File: src/shared/dies_defs.svh
// Offsets, field positions and constants of the DMA interrupt block
`ifndef DIES_DEFS_SVH
`define DIES_DEFS_SVH
`define DIES_ENABLE_OFS 8'h12
`define DIES_VECTOR_OFS 8'h20
`define DIES_QUAL_BIT 11
`define DIES_SETCLR_BIT 8
`define DIES_USER_HI 7
`define DIES_USER_LO 3
`define DIES_USER_RST 5'h00
`define DIES_LOW_IACK 3'h3
`define DIES_LOW_READ 3'h0
`define DIES_EN_RST 1'b0
`define DIES_IRQ_IDLE 7'h7f
`define DIES_LVL_NONE 3'h0
`endif

File: src/shared/dies_pkg.sv
// Types of the DMA interrupt block
package dies_pkg;
  typedef enum logic [1:0] {
    DIES_IDLE,
    DIES_REQ,
    DIES_DONE
  } dies_state_t;
endpackage

File: src/shared/dies_cfg_if.sv
// Configuration fields and held state passed between the block's modules
`timescale 1ns/10ps
interface dies_cfg_if;
  logic enabled;
  logic [4:0] user_field;
  logic byte_sel;
  logic la_sel;
  logic [7:0] logical_address;
  logic [15:0] vector;
  modport regs (output enabled, output user_field);
  modport vec (input user_field, input byte_sel, input la_sel, input logical_address,
    output vector);
  modport top (input enabled, input user_field, input vector, output byte_sel, output la_sel,
    output logical_address);
endinterface

File: src/dies_regs.sv
// Enable and user vector field storage, cleared by hard reset only; soft reset leaves them alone
`timescale 1ns/10ps
`include "dies_defs.svh"
module dies_regs (
  input wire logic clock,
  input wire logic sys_rst,
  input wire logic wr_en,
  input wire logic wr_vec,
  input wire logic [1:0] be,
  input wire logic [15:0] wdata,
  dies_cfg_if.regs cfg
);
  logic en_q, en_d;
  logic [4:0] user_q, user_d;
  always_comb begin
    en_d = en_q;
    user_d = user_q;
    // Qualifier must be one, else the write leaves the enable alone
    if (wr_en && be[1] && wdata[`DIES_QUAL_BIT]) begin
      en_d = wdata[`DIES_SETCLR_BIT];
    end
    if (wr_vec && be[0]) begin
      user_d = wdata[`DIES_USER_HI:`DIES_USER_LO];
    end
  end
  // Only the hard reset reaches these; soft reset is not wired in on purpose
  always_ff @(posedge clock) begin
    if (sys_rst) begin
      en_q <= `DIES_EN_RST;
      user_q <= `DIES_USER_RST;
    end else begin
      en_q <= en_d;
      user_q <= user_d;
    end
  end
  assign cfg.enabled = en_q;
  assign cfg.user_field = user_q;
endmodule // dies_regs

File: src/dies_top.sv
// DMA interrupt enable, Status/ID and VMEbus request/acknowledge logic
`timescale 1ns/10ps
`include "dies_defs.svh"
module dies_top (
  input wire logic clock,
  input wire logic sys_rst,
  input wire logic soft_rst,
  input wire logic reg_wr,
  input wire logic reg_rd,
  input wire logic [7:0] reg_addr,
  input wire logic [1:0] reg_be,
  input wire logic [15:0] reg_wdata,
  output logic [15:0] reg_rdata,
  output logic reg_ack,
  input wire logic dma_condition,
  input wire logic [2:0] irq_level_select,
  input wire logic byte_vector_select,
  input wire logic logical_address_vector_select,
  input wire logic [7:0] logical_address,
  input wire logic iack_pin,
  input wire logic [2:0] iack_level_pin,
  input wire logic iack_byte_pin,
  output logic [7:1] irq_n,
  output logic [15:0] iack_vector,
  output logic iack_dtack,
  output logic irq_condition_flag
);
  dies_cfg_if cfg ();

  // Register port decode
  logic sel_en;
  logic sel_vec;
  logic wr_en_hit;
  logic wr_vec_hit;
  logic rd_en_hit;
  logic rd_vec_hit;

  // Acknowledge pin synchronisers and edge detector
  logic iack_s1_q;
  logic iack_s1_d;
  logic iack_s2_q;
  logic iack_s2_d;
  logic iack_s3_q;
  logic iack_s3_d;
  logic iack_prev_q;
  logic iack_prev_d;
  logic [2:0] lvl_s1_q;
  logic [2:0] lvl_s1_d;
  logic [2:0] lvl_s2_q;
  logic [2:0] lvl_s2_d;
  logic byte_s1_q;
  logic byte_s1_d;
  logic byte_s2_q;
  logic byte_s2_d;
  logic iack_rise;
  logic lvl_hit;
  logic size_ok;
  logic match;

  // Register read port
  logic [15:0] rdata_q;
  logic [15:0] rdata_d;
  logic ack_q;
  logic ack_d;

  // Request and acknowledge state
  dies_pkg::dies_state_t st_q;
  dies_pkg::dies_state_t st_d;
  logic [7:1] irq_n_q;
  logic [7:1] irq_n_d;
  logic [15:0] ivec_q;
  logic [15:0] ivec_d;
  logic dtack_q;
  logic dtack_d;
  logic arm_ok;

  // Condition flag
  logic flag_q;
  logic flag_d;

  // Exact offset match; neighbouring bytes of the slave space are not ours
  function automatic logic dies_hit(input logic [7:0] addr, input logic [7:0] ofs);
    return addr == ofs;
  endfunction

  // Level zero names no request line, so it must never assert or answer
  function automatic logic dies_lvl_ok(input logic [2:0] lvl);
    return lvl != `DIES_LVL_NONE;
  endfunction

  // Active-low line pattern with only the selected level pulled down
  function automatic logic [7:1] dies_line(input logic [2:0] lvl);
    logic [7:1] m;
    m = `DIES_IRQ_IDLE;
    for (int i = 1; i < 8; i++) begin
      if (lvl == 3'(i)) begin
        m[i] = 1'b0;
      end
    end
    return m;
  endfunction

  assign cfg.byte_sel = byte_vector_select;
  assign cfg.la_sel = logical_address_vector_select;
  assign cfg.logical_address = logical_address;

  assign sel_en = dies_hit(reg_addr, `DIES_ENABLE_OFS);
  assign sel_vec = dies_hit(reg_addr, `DIES_VECTOR_OFS);
  assign wr_en_hit = reg_wr && sel_en;
  assign wr_vec_hit = reg_wr && sel_vec;
  assign rd_en_hit = reg_rd && sel_en;
  assign rd_vec_hit = reg_rd && sel_vec;

  dies_regs u_regs (
    .clock(clock),
    .sys_rst(sys_rst),
    .wr_en(wr_en_hit),
    .wr_vec(wr_vec_hit),
    .be(reg_be),
    .wdata(reg_wdata),
    .cfg(cfg)
  );

  dies_vec u_vec (
    .cfg(cfg)
  );

  // Acknowledge pins come from the backplane, so each passes two flops.
  // The strobe gets two more stages, so the level and size lines that it
  // qualifies have been stable for a cycle when its rise is seen.
  always_comb begin
    iack_s1_d = iack_pin;
    iack_s2_d = iack_s1_q;
    iack_s3_d = iack_s2_q;
    iack_prev_d = iack_s3_q;
    lvl_s1_d = iack_level_pin;
    lvl_s2_d = lvl_s1_q;
    byte_s1_d = iack_byte_pin;
    byte_s2_d = byte_s1_q;
  end

  always_ff @(posedge clock) begin
    if (sys_rst) begin
      iack_s1_q <= 1'b0;
      iack_s2_q <= 1'b0;
      iack_s3_q <= 1'b0;
      iack_prev_q <= 1'b0;
      lvl_s1_q <= 3'h0;
      lvl_s2_q <= 3'h0;
      byte_s1_q <= 1'b0;
      byte_s2_q <= 1'b0;
    end else begin
      iack_s1_q <= iack_s1_d;
      iack_s2_q <= iack_s2_d;
      iack_s3_q <= iack_s3_d;
      iack_prev_q <= iack_prev_d;
      lvl_s1_q <= lvl_s1_d;
      lvl_s2_q <= lvl_s2_d;
      byte_s1_q <= byte_s1_d;
      byte_s2_q <= byte_s2_d;
    end
  end

  // Prev resets to the idle level of the pin, so reset makes no false edge
  assign iack_rise = iack_s3_q && !iack_prev_q;
  assign lvl_hit = (lvl_s2_q == irq_level_select) && dies_lvl_ok(irq_level_select);
  // Word vector mode ignores byte-wide acknowledge cycles
  assign size_ok = byte_vector_select || !byte_s2_q;
  assign match = iack_rise && lvl_hit && size_ok;

  // Register read path; reserved bits read as zero
  always_comb begin
    rdata_d = 16'h0000;
    ack_d = reg_wr || reg_rd;
    if (rd_en_hit) begin
      rdata_d[`DIES_QUAL_BIT] = cfg.enabled;
    end else if (rd_vec_hit) begin
      rdata_d[`DIES_USER_HI:0] = {cfg.user_field, `DIES_LOW_READ};
    end
  end

  always_ff @(posedge clock) begin
    if (sys_rst) begin
      rdata_q <= 16'h0000;
      ack_q <= 1'b0;
    end else begin
      rdata_q <= rdata_d;
      ack_q <= ack_d;
    end
  end

  // Request state: flag is sticky and held by the DMA condition, which
  // software clears through the channel controls before re-enabling
  assign arm_ok = cfg.enabled && dies_lvl_ok(irq_level_select);

  always_comb begin
    st_d = st_q;
    irq_n_d = `DIES_IRQ_IDLE;
    ivec_d = ivec_q;
    dtack_d = 1'b0;
    case (st_q)
      dies_pkg::DIES_IDLE: begin
        if (arm_ok && dma_condition) begin
          st_d = dies_pkg::DIES_REQ;
        end
      end
      dies_pkg::DIES_REQ: begin
        if (!arm_ok) begin
          // Disabling mid-request drops the line at once
          st_d = dies_pkg::DIES_IDLE;
        end else if (match) begin
          // Line is released in the cycle that the answer is given
          ivec_d = cfg.vector;
          dtack_d = 1'b1;
          st_d = dies_pkg::DIES_DONE;
        end else begin
          irq_n_d = dies_line(irq_level_select);
        end
      end
      dies_pkg::DIES_DONE: begin
        // Stays released until disabled, so one request per arming
        if (!cfg.enabled) begin
          st_d = dies_pkg::DIES_IDLE;
        end
      end
      default: begin
        st_d = dies_pkg::DIES_IDLE;
      end
    endcase
  end

  always_ff @(posedge clock) begin
    if (sys_rst) begin
      st_q <= dies_pkg::DIES_IDLE;
      irq_n_q <= `DIES_IRQ_IDLE;
      ivec_q <= 16'h0000;
      dtack_q <= 1'b0;
    end else begin
      st_q <= st_d;
      irq_n_q <= irq_n_d;
      ivec_q <= ivec_d;
      dtack_q <= dtack_d;
    end
  end

  // Flag mirrors the latched condition; acknowledge never clears it.
  // The latch lives in the DMA logic, so there is no second copy to
  // fall out of step with the channel's clear controls.
  always_comb begin
    flag_d = dma_condition;
  end

  always_ff @(posedge clock) begin
    if (sys_rst) begin
      flag_q <= 1'b0;
    end else begin
      flag_q <= flag_d;
    end
  end

  // Every output comes straight from a flop
  assign reg_rdata = rdata_q;
  assign reg_ack = ack_q;
  assign irq_n = irq_n_q;
  assign iack_vector = ivec_q;
  assign iack_dtack = dtack_q;
  assign irq_condition_flag = flag_q;
endmodule // dies_top

File: src/dies_vec.sv
// Status/ID vector composition for acknowledge cycles
`timescale 1ns/10ps
`include "dies_defs.svh"
module dies_vec (
  dies_cfg_if.vec cfg
);
  logic [15:0] v;
  always_comb begin
    if (cfg.byte_sel && cfg.la_sel) begin
      v = {8'h00, cfg.logical_address};
    end else if (cfg.byte_sel) begin
      v = {8'h00, cfg.user_field, `DIES_LOW_IACK};
    end else begin
      v = {cfg.user_field, `DIES_LOW_IACK, cfg.logical_address};
    end
  end
  assign cfg.vector = v;
endmodule // dies_vec

File: config.mk
export PLATFORM = sky130hd
export DESIGN_NAME = dies_top
export DESIGN_NICKNAME = d
export VERILOG_FILES = /design/src/shared/dies_pkg.sv /design/src/shared/dies_cfg_if.sv /design/src/dies_regs.sv /design/src/dies_top.sv /design/src/dies_vec.sv
export VERILOG_INCLUDE_DIRS = /design/src /design/src/shared
export SDC_FILE = /design/constraint.sdc
export NUM_CORES = 1
export LEC_CHECK = 0
export BUFFER_PORTS_ARGS = -buffer_cell sky130_fd_sc_hd__buf_4
export CAP_MARGIN = 20
export CORE_UTILIZATION = 46
export DETAILED_ROUTE_END_ITERATION = 8
export PLACE_DENSITY = 0.79
export SLEW_MARGIN = 10
export SYNTH_ARGS = -nofsm -noshare
export SYNTH_HDL_FRONTEND = slang
export SYNTH_SLANG_ARGS = --single-unit
File: constraint.sdc
create_clock -name clock -period 2 [get_ports clock]
set_clock_uncertainty 0.05 [all_clocks]
set_input_delay 0.2 -clock clock [delete_from_list [all_inputs] [get_ports clock]]
set_output_delay 0.2 -clock clock [all_outputs]
set_load 0.05 [all_outputs]
# Word-level counts from Yosys, hierarchy flattened
# Cells that the tools add are included.
[word_totals]
output_inout_bits = 42
ff_bits = 62
wordCells = 82
[op_classes]
n_reduce_logical = 27
n_bitwise = 4
mux = 16
eq_ne = 15
[op_table]
columns = ["cell", "count"]
rows = [
  ["$mux W16", 2],
  ["$logic_and A1 B1 Y1", 14],
  ["$eq A3 B3 Y1 const B", 4],
  ["$eq A8 B5 Y1 const B", 1],
  ["$eq A8 B6 Y1 const B", 1],
  ["$mux W1", 8],
  ["$mux W2", 4],
  ["$mux W8", 1],
  ["$eq A3 B2 Y1 const B", 2],
  ["$pmux W2 S3", 1],
  ["$reduce_and A3 Y1", 2],
  ["$reduce_or A3 Y1", 2],
  ["$ne A2 B2 Y1 const B", 2],
  ["$not A1 Y1", 4],
  ["$reduce_or A2 Y1", 2],
  ["$reduce_or A4 Y1", 1],
  ["$eq A3 B1 Y1 const B", 1],
  ["$eq A3 B3 Y1", 1],
  ["$ne A3 B3 Y1 const B", 1],
  ["$reduce_bool A3 Y1", 1],
  ["$eq A2 B1 Y1 const B", 1],
  ["$eq A2 B2 Y1 const B", 1],
  ["$logic_not A1 Y1", 2],
  ["$logic_not A2 Y1", 1],
  ["$logic_or A1 B1 Y1", 2],
]

# Longest topological paths before layout
# Gate-level depths: netlist of run 1.
[depth]
ltp_word = 7
depth_mapped = 7
ltp_nobuf = 4

# By module
# From an unflattened synthesis of run 1, not the netlist that was laid out.
[hier_totals]
cells_unflattened = 236
area_unflattened_um2 = 2257.2
[by_module_without_submodules]
columns = ["module", "n_inst", "area_each_um2", "cells_each", "seq_area_each_um2"]
rows = [
  ["dies_top", 1, 1809.2, 190, 920.9],
  ["dies_regs", 1, 266.5, 27, 120.1],
  ["dies_vec", 1, 181.4, 19, 0.0],
]

# Worst setup path after synthesis of run 1
# OpenSTA, ideal clock, no wires.
[synth_timing]
path_kind = "input port to flip-flop"
start = "input reg_addr[3]"
end = "register u_regs.user_q[0] (netlist: u_regs.cfg.user_field[0])"
setup_ps = 128
setup_slack_ps = 364
path_stages = 4
path_buffers = 0
t_arrival_ps = 1458
required_time_ps = 1822
cell_sequence = "or4_4 -> nor4_4 -> mux2i_1 -> nor2_1"
[synth_between]
elab_chain_len = 3
[synth_lines]
columns = ["item", "line", "text"]
rows = [
  ["start, declared", "dies_top.sv:10", "input wire logic [7:0] reg_addr,"],
  ["$eq A8 B6 Y1", "dies_top.sv:83", "return addr == ofs;"],
  ["$logic_and A1 B1 Y1", "dies_top.sv:110", "assign wr_vec_hit = reg_wr && sel_vec;"],
  ["$logic_and A1 B1 Y1", "dies_regs.sv:22", "if (wr_vec && be[0]) begin"],
  ["end signal, assigned", "dies_regs.sv:30", "user_q <= `DIES_USER_RST;"],
  ["end signal, assigned", "dies_regs.sv:33", "user_q <= user_d;"],
  ["end, declared", "dies_regs.sv:14", "logic [4:0] user_q, user_d;"],
]
# No other way between the ends.
# A chain may end at the register's enable or synchronous reset.

# Final worst setup path of run 1
[layout_timing]
start = "register u_regs.en_q (netlist: u_regs.cfg.enabled)"
end = "register ivec_q[1] (netlist: iack_vector[1])"
[layout_between]
elab_chain_len = 2
[layout_lines]
columns = ["item", "line", "text"]
rows = [
  ["start, declared", "dies_regs.sv:13", "logic en_q, en_d;"],
  ["start signal, assigned", "dies_regs.sv:29", "en_q <= `DIES_EN_RST;"],
  ["start signal, assigned", "dies_regs.sv:32", "en_q <= en_d;"],
  ["$logic_and A1 B1 Y1", "dies_top.sv:194", "assign arm_ok = cfg.enabled && dies_lvl_ok(irq_level_select);"],
  ["$reduce_and A3 Y1 (no line)", "n/a", ""],
  ["end signal, assigned", "dies_top.sv:241", "ivec_q <= ivec_d;"],
  ["end, declared", "dies_top.sv:71", "logic [15:0] ivec_q;"],
]
# No other way between the ends.

==> results of run 1 <==
cell families (layout without fill, tap and decap cells):
logic type | after synthesis | after routing | synth area share
multiplexers | 11 | 11 | 0.0548
XOR/XNOR | 2 | 2 | 0.00872
other | 1 | 11 | 0.00187
AO/OA/AOI/OAI | 36 | 36 | 0.122
buffers and inverters | 28 | 85 | 0.0785
flip-flops | 50 | 50 | 0.498
AND/OR/NAND/NOR | 77 | 77 | 0.236
critical path, delay by kind of cell, from the launching register on:
family | cells | cell delay (ps)
flops | 1 | 400
simple gates | 2 | 760
compound gates | 2 | 440
final cells by class:
type,count,share of cell area
flip-flops and latches,50,0.383
clock inverters,1,0.00192
multi-input cells,137,0.340
clock buffers,7,0.0330
inverters,2,0.00287
well taps,50,0.0239
repair buffers,75,0.216
per-stage QoR:
| stage | hold slack, ps | instances |
|---|---|---|
| 2_1_floorplan | 226 | 215 |
| 3_3_place_gp | 362 | 314 |
| 3_5_place_dp | 371 | 314 |
| 4_1_cts | 45.4 | 322 |
| 5_1_grt | 50.0 | 322 |
| 6_report | 57.4 | 322 |
cells in the mapped netlist, types with 2 or more instances:
master    number  area, sq um
a211oi_1       6         45.0
a21oi_1        7         35.0
a311oi_1       2         17.5
a31oi_1        8         50.1
and2_1         5         31.3
buf_1          2         7.51
buf_2          6         30.0
buf_4         12         90.1
clkbuf_1       6         22.5
dfxtp_1       50         1000
inv_1          2         7.51
mux2i_1       11          110
nand2_1        5         18.8
nand2b_1       3         18.8
nand3_1        3         15.0
nand3b_1       6         45.0
nand4_1        7         43.8
nor2_1        13         48.8
nor2b_1       19          119
nor3_1         2         10.0
nor4_1         4         25.0
o21ai_0        2         10.0
o31ai_1        5         37.5
xnor2_1        2         17.5
metal layers:
layer / track usage / wire (um) / part of all wire / vias to the layer above
li1: - / - / - / 835
met1: 0.239 / 1820 / 0.44 / 742
met2: 0.306 / 1990 / 0.48 / 70
met3: 0.0533 / 322 / 0.077 / 4
met4: 0.0964 / 36 / 0.0086 / 0
met5: 0 / 0 / 0 / -
sequential cells by signal, indices dropped and copies added, names as in the netlist, 2 cells and up:
register,count
lvl_s2_q,3
iack_vector,14
irq_n,7
lvl_s1_q,3
st_q,2
u_regs.cfg.user_field,5
reg_rdata,6
cells in the final DEF, fill, tap and decap left out, drive strengths merged, types with 2 or more instances in the layout:
| cell type | netlist | layout |
|---|---|---|
| clkbuf | 6 | 7 |
| o21ai | 3 | 3 |
| and2 | 5 | 5 |
| o31ai | 5 | 5 |
| a211oi | 6 | 6 |
| nor3 | 3 | 3 |
| nand3 | 3 | 3 |
| nor2 | 13 | 13 |
| buf | 20 | 75 |
| nand4 | 7 | 7 |
| nor2b | 19 | 19 |
| nor4 | 5 | 5 |
| or2 | 2 | 2 |
| a21oi | 7 | 7 |
| inv | 2 | 2 |
| nand2b | 3 | 3 |
| mux2i | 11 | 11 |
| a311oi | 2 | 2 |
| a31oi | 8 | 8 |
| xnor2 | 2 | 2 |
| dfxtp | 50 | 50 |
| nand2 | 5 | 5 |
| nand3b | 6 | 6 |
| conb | 1 | 11 |
path summary, 6_finish.rpt:
| path | end | cells past startpoint | slack (ps) |
|---|---|---|---|
| setup / recovery | iack_vector[1] | 4 | 260 |
| hold / removal | reg_rdata[11] | 2 | 60 |
| setup reg to reg | iack_vector[1] | 4 | 260 |
| hold reg to reg | iack_prev_d | 1 | 390 |
power by group:
part,switching (W),internal [W]
combinational,0.000120,0.0000782
sequential,0.00000356,0.00101
clock,0.000309,0.000279
==> metrics.yaml, run 1 <==
status:
  outcome: "completed"
routing:
  drtIter0Drc: 80
  drt_wl_total_mm: 4.17
  drc: 0
  avgRoutedWirePerCell_um: 12.9
  first_pass_iters: 4
  num_vias: 1651
  detail-route-antenna-nets: 0
  via_per_inst: 5.13
sta:
  max_slew_margin: 0.468
  slew_violations: 0
  post-route-min-period_ps: 1740
  period_share: 0.871
  tightest_slew_ps: 795
  rsz0062_at_grt: "no"
  finalSetupViolations: 0
  setup_slack_ps: 258
  fin_setup_tns_ps: 0
  fmax_ghz: 0.574
  hold_violations: 0
pwr:
  ir_worst_vdd_mv: 0.453
  p_per_area_mw_per_mm2: 688
  p_leak_nw: 1.09
  power_w: 0.00180
layout:
  antenna_cells: 0
  area_delta_synth_final_pct: 30.1
  nets: 321
  utilization: 0.639
  fin_area_sq_mm: 0.00261
  drive_gt1_frac: 0.324
  register_area_sq_mm: 0.00100
  multi_input_area_sq_um: 887
  n_fill_cell: 370
setup_path:
  r2r_start: "u_regs.cfg.enabled"
  cp_slowest_cell: "nor2_1"
  end_kind: "flip-flop"
  cp_max_fo: 14
  crit_required_ps: 2150
  worstPathArrival_ps: 1890
  cp_slowest_stage_delay_ps: 630
  crit_start: "u_regs.cfg.enabled"
  start_kind: "flip-flop"
  criticalPathCategory: "reg2reg"
  cp_cell_sequence: "nand3b_1, nor2_1, a31oi_1, a311oi_1"
floorplan:
  die_area_sq_mm: 0.00463
  die_height_um: 68.1
  die_w_um: 68.1
  ioPinCount: 92
  start_util: 0.491
  design.core.area_sq_mm: 0.00409
  num_rows: 23
logic_synthesis:
  synth_cells: 205
  synth.avg_cell_area_sq_um: 9.80
  seq_area_frac_synth: 0.498
  yosysWarnings: 0
  synth_flop_cell: "dfxtp_1"
  synthArstFlopShare: 0
  synth-seq-cells: 50
  synth.distinct_cells: 41
  synth_edf_count: 0
  syn_area_sq_mm: 0.00201
clocking:
  cts_max_level: 2
  cts_buffers: 5
  hold_buffers: 0
  clkLatencyLatePin_ps: 290
  cts.clk_slew.worst_paths_ps: 80
  cts_root_buf: "clkbuf_8"
  cts_sinks: 50
  post_cts_buffers: 0
  cts_resized: 0
  cts_tree: "done"
  clockBufferDepth: 2
global_routing:
  grt_max_degree: 40
  grt_use_total: 0.193
  grt_pass1_vias: 1494
  grt_overflow: 0
  antenna_found_initial: 0
  grt_pass1_wl_mm: 6.52
run:
  max_cap_violations: 0
placement:
  placed_cell_area_sq_mm: 0.00252
  gp_congestion: 0.768
  pre_cts_slack_ps: 116
  place_hpwl_mm: 3.09
  place.port_buffers: 70
worst_hold_path:
  min_from: "reg_addr[0]"
  hold_class: "in2reg"
Power figures use the tool's default switching activity.
==> inputs of run 2 (changes only) <==
--- a/config.mk
+++ b/config.mk
@@ -8,9 +8,9 @@
 export LEC_CHECK = 0
 export BUFFER_PORTS_ARGS = -buffer_cell sky130_fd_sc_hd__buf_4
 export CAP_MARGIN = 20
-export CORE_UTILIZATION = 46
+export CORE_UTILIZATION = 37
 export DETAILED_ROUTE_END_ITERATION = 8
-export PLACE_DENSITY = 0.79
+export PLACE_DENSITY = 0.66
 export SLEW_MARGIN = 10
 export SYNTH_ARGS = -nofsm -noshare
 export SYNTH_HDL_FRONTEND = slang
==> constraint.sdc (replaced) <==
create_clock -name clock -period 2 [get_ports clock]
set_clock_uncertainty 0.05 [all_clocks]
set_input_delay 0.1 -clock clock [delete_from_list [all_inputs] [get_ports clock]]
set_output_delay 0.1 -clock clock [all_outputs]
set_load 0.05 [all_outputs]
==> metrics.yaml, run 2 (synthesis gave the netlist of run 1 again) <==
setup_path:
  criticalPathCategory: "in2reg"
  end_kind: "flip-flop"
  crit_family: "buffers and inverters"
  cp_slowest_stage_delay_ps: 540
  crit_required_ps: 2160
  start_kind: "input port"
  timing.critical_path.buf_inv: 2
  cp_max_fo: 14
  cp_slowest_cell: "dlygate4sd3_1"
  worstPathArrival_ps: 2020
  cp_cell_sequence: "dlygate4sd3_1, buf_4, xnor2_1, and4_1, a31oi_1, a311oi_1"
sta:
  fmax_ghz: 0.539
  post-route-min-period_ps: 1860
  slew_violations: 0
  finalSetupViolations: 0
  tightest_slew_ps: 870
  rsz0062_at_grt: "no"
  period_share: 0.928
  fin_setup_tns_ps: 0
  hold_violations: 0
  max_slew_margin: 0.418
  setup_slack_ps: 144
clocking:
  post_cts_buffers: 0
  cts_root_buf: "clkbuf_8"
  clockBufferDepth: 2
  cts.clk_slew.worst_paths_ps: 90
  cts_tree: "done"
  cts_sinks: 50
  cts_max_level: 2
  clkLatencyLatePin_ps: 300
  cts_buffers: 5
routing:
  detail-route-antenna-nets: 0
  avgRoutedWirePerCell_um: 12.6
  drtIter0Drc: 97
  num_vias: 1726
  drt_wl_total_mm: 4.53
  first_pass_iters: 4
  via_per_inst: 4.81
  drc: 0
global_routing:
  grt_pass1_vias: 1521
  grt_use_total: 0.160
  antenna_found_initial: 0
  grt_pass1_wl_mm: 6.87
  grt_overflow: 0
  grt_max_degree: 25
pwr:
  p_per_area_mw_per_mm2: 653
  p_leak_nw: 1.16
  p_clk_frac: 0.326
  netSwitchingPower_w: 0.000450
  swShare: 0.245
  ir_worst_vdd_mv: 0.225
  combPwrFrac: 0.124
  p_int_w: 0.00139
  p_seq_frac: 0.551
layout:
  nets: 338
  drive_gt1_frac: 0.311
  area_delta_synth_final_pct: 40.1
  final_common_cell: "buf_4"
  antenna_cells: 0
  final_cell_mix: "buf_4 (75), dfxtp_1 (50), nor2b_1 (19)"
  fin_area_sq_mm: 0.00281
  largest_reg_flops: 14
  n_fill_cell: 491
  register_area_sq_mm: 0.00100
  multi_input_area_sq_um: 888
floorplan:
  design.core.area_sq_mm: 0.00517
  ioPinCount: 92
  die_area_sq_mm: 0.00573
  start_util: 0.388
  die_height_um: 75.7
  die_w_um: 75.7
  num_rows: 26
status:
  outcome: "completed"
worst_hold_path:
  hold_class: "in2reg"
placement:
  gp_congestion: 0.708
  place_hpwl_mm: 3.16
  place.port_buffers: 70
  placed_cell_area_sq_mm: 0.00255
  pre_cts_slack_ps: 233
run:
  max_cap_violations: 0
## run 2: changes by cell type in the layout (fill, tap and decap cells not counted)
cell	delta
dlygate4sd3_1	+17
o21a_1	-1
clkbuf_1	-1
o21a_2	+1
clkinvlp_4	+1
## run 2: worst paths after layout
path,startpoint,end,slack (ps),cells past startpoint
max,irq_level_select[0],iack_vector[1],140,6
min,reg_wdata[4],u_regs.cfg.user_field[1],10,3
max reg2reg,u_regs.cfg.enabled,iack_vector[1],210,4
min reg2reg,lvl_s1_q[1],lvl_s2_q[1],390,1
## run 2: area by class of cell
type	instances	area share
inverters	2	0.00267
flip-flops and latches	50	0.356
well taps	70	0.0311
multi-input cells	137	0.316
clock inverters	2	0.00445
repair buffers	92	0.261
clock buffers	6	0.0294
## run 2: through the flow
stage | hold WS [ps] | instances | util | power, W
2_1_floorplan | 126 | 215 | - | 0.00117
6_report | 12.8 | 359 | 0.544 | 0.00184
3_5_place_dp | 264 | 334 | 0.492 | 0.00123
5_1_grt | 17.5 | 359 | 0.544 | 0.00192
4_1_cts | 11.2 | 359 | 0.544 | 0.00186
3_3_place_gp | 264 | 334 | 0.492 | 0.00123
## run 2: routing by layer
| metal | vias up | part of all wire | GRT usage |
|---|---|---|---|
| met5 | - | 0 | 0 |
| met4 | 0 | 0.014 | 0.0494 |
| met3 | 5 | 0.050 | 0.0516 |
| met2 | 55 | 0.48 | 0.267 |
| met1 | 800 | 0.45 | 0.197 |
| li1 | 866 | - | - |
## run 2: power groups by stage
stage,combinational [W],clock (W),sequential (W)
2_1_floorplan,0.000127,0,0.00104
3_3_place_gp,0.000199,0,0.00103
3_5_place_dp,0.000200,0,0.00103
4_1_cts,0.000227,0.000620,0.00101
5_1_grt,0.000243,0.000668,0.00101
6_report,0.000227,0.000598,0.00101
## run 2: worst register-to-register path: stages, from the launching register on
cell and delay (ps):
dfxtp_1 410, nand3b_1 130, nor2_1 680, a31oi_1 170
a311oi_1 270
## run 2: what timing repair did
action,CTS,global route
endpoints found under the setup margin,0,1
hold buffers,17,0
gates resized for setup,0,1
endpoints found under the hold margin,20,0
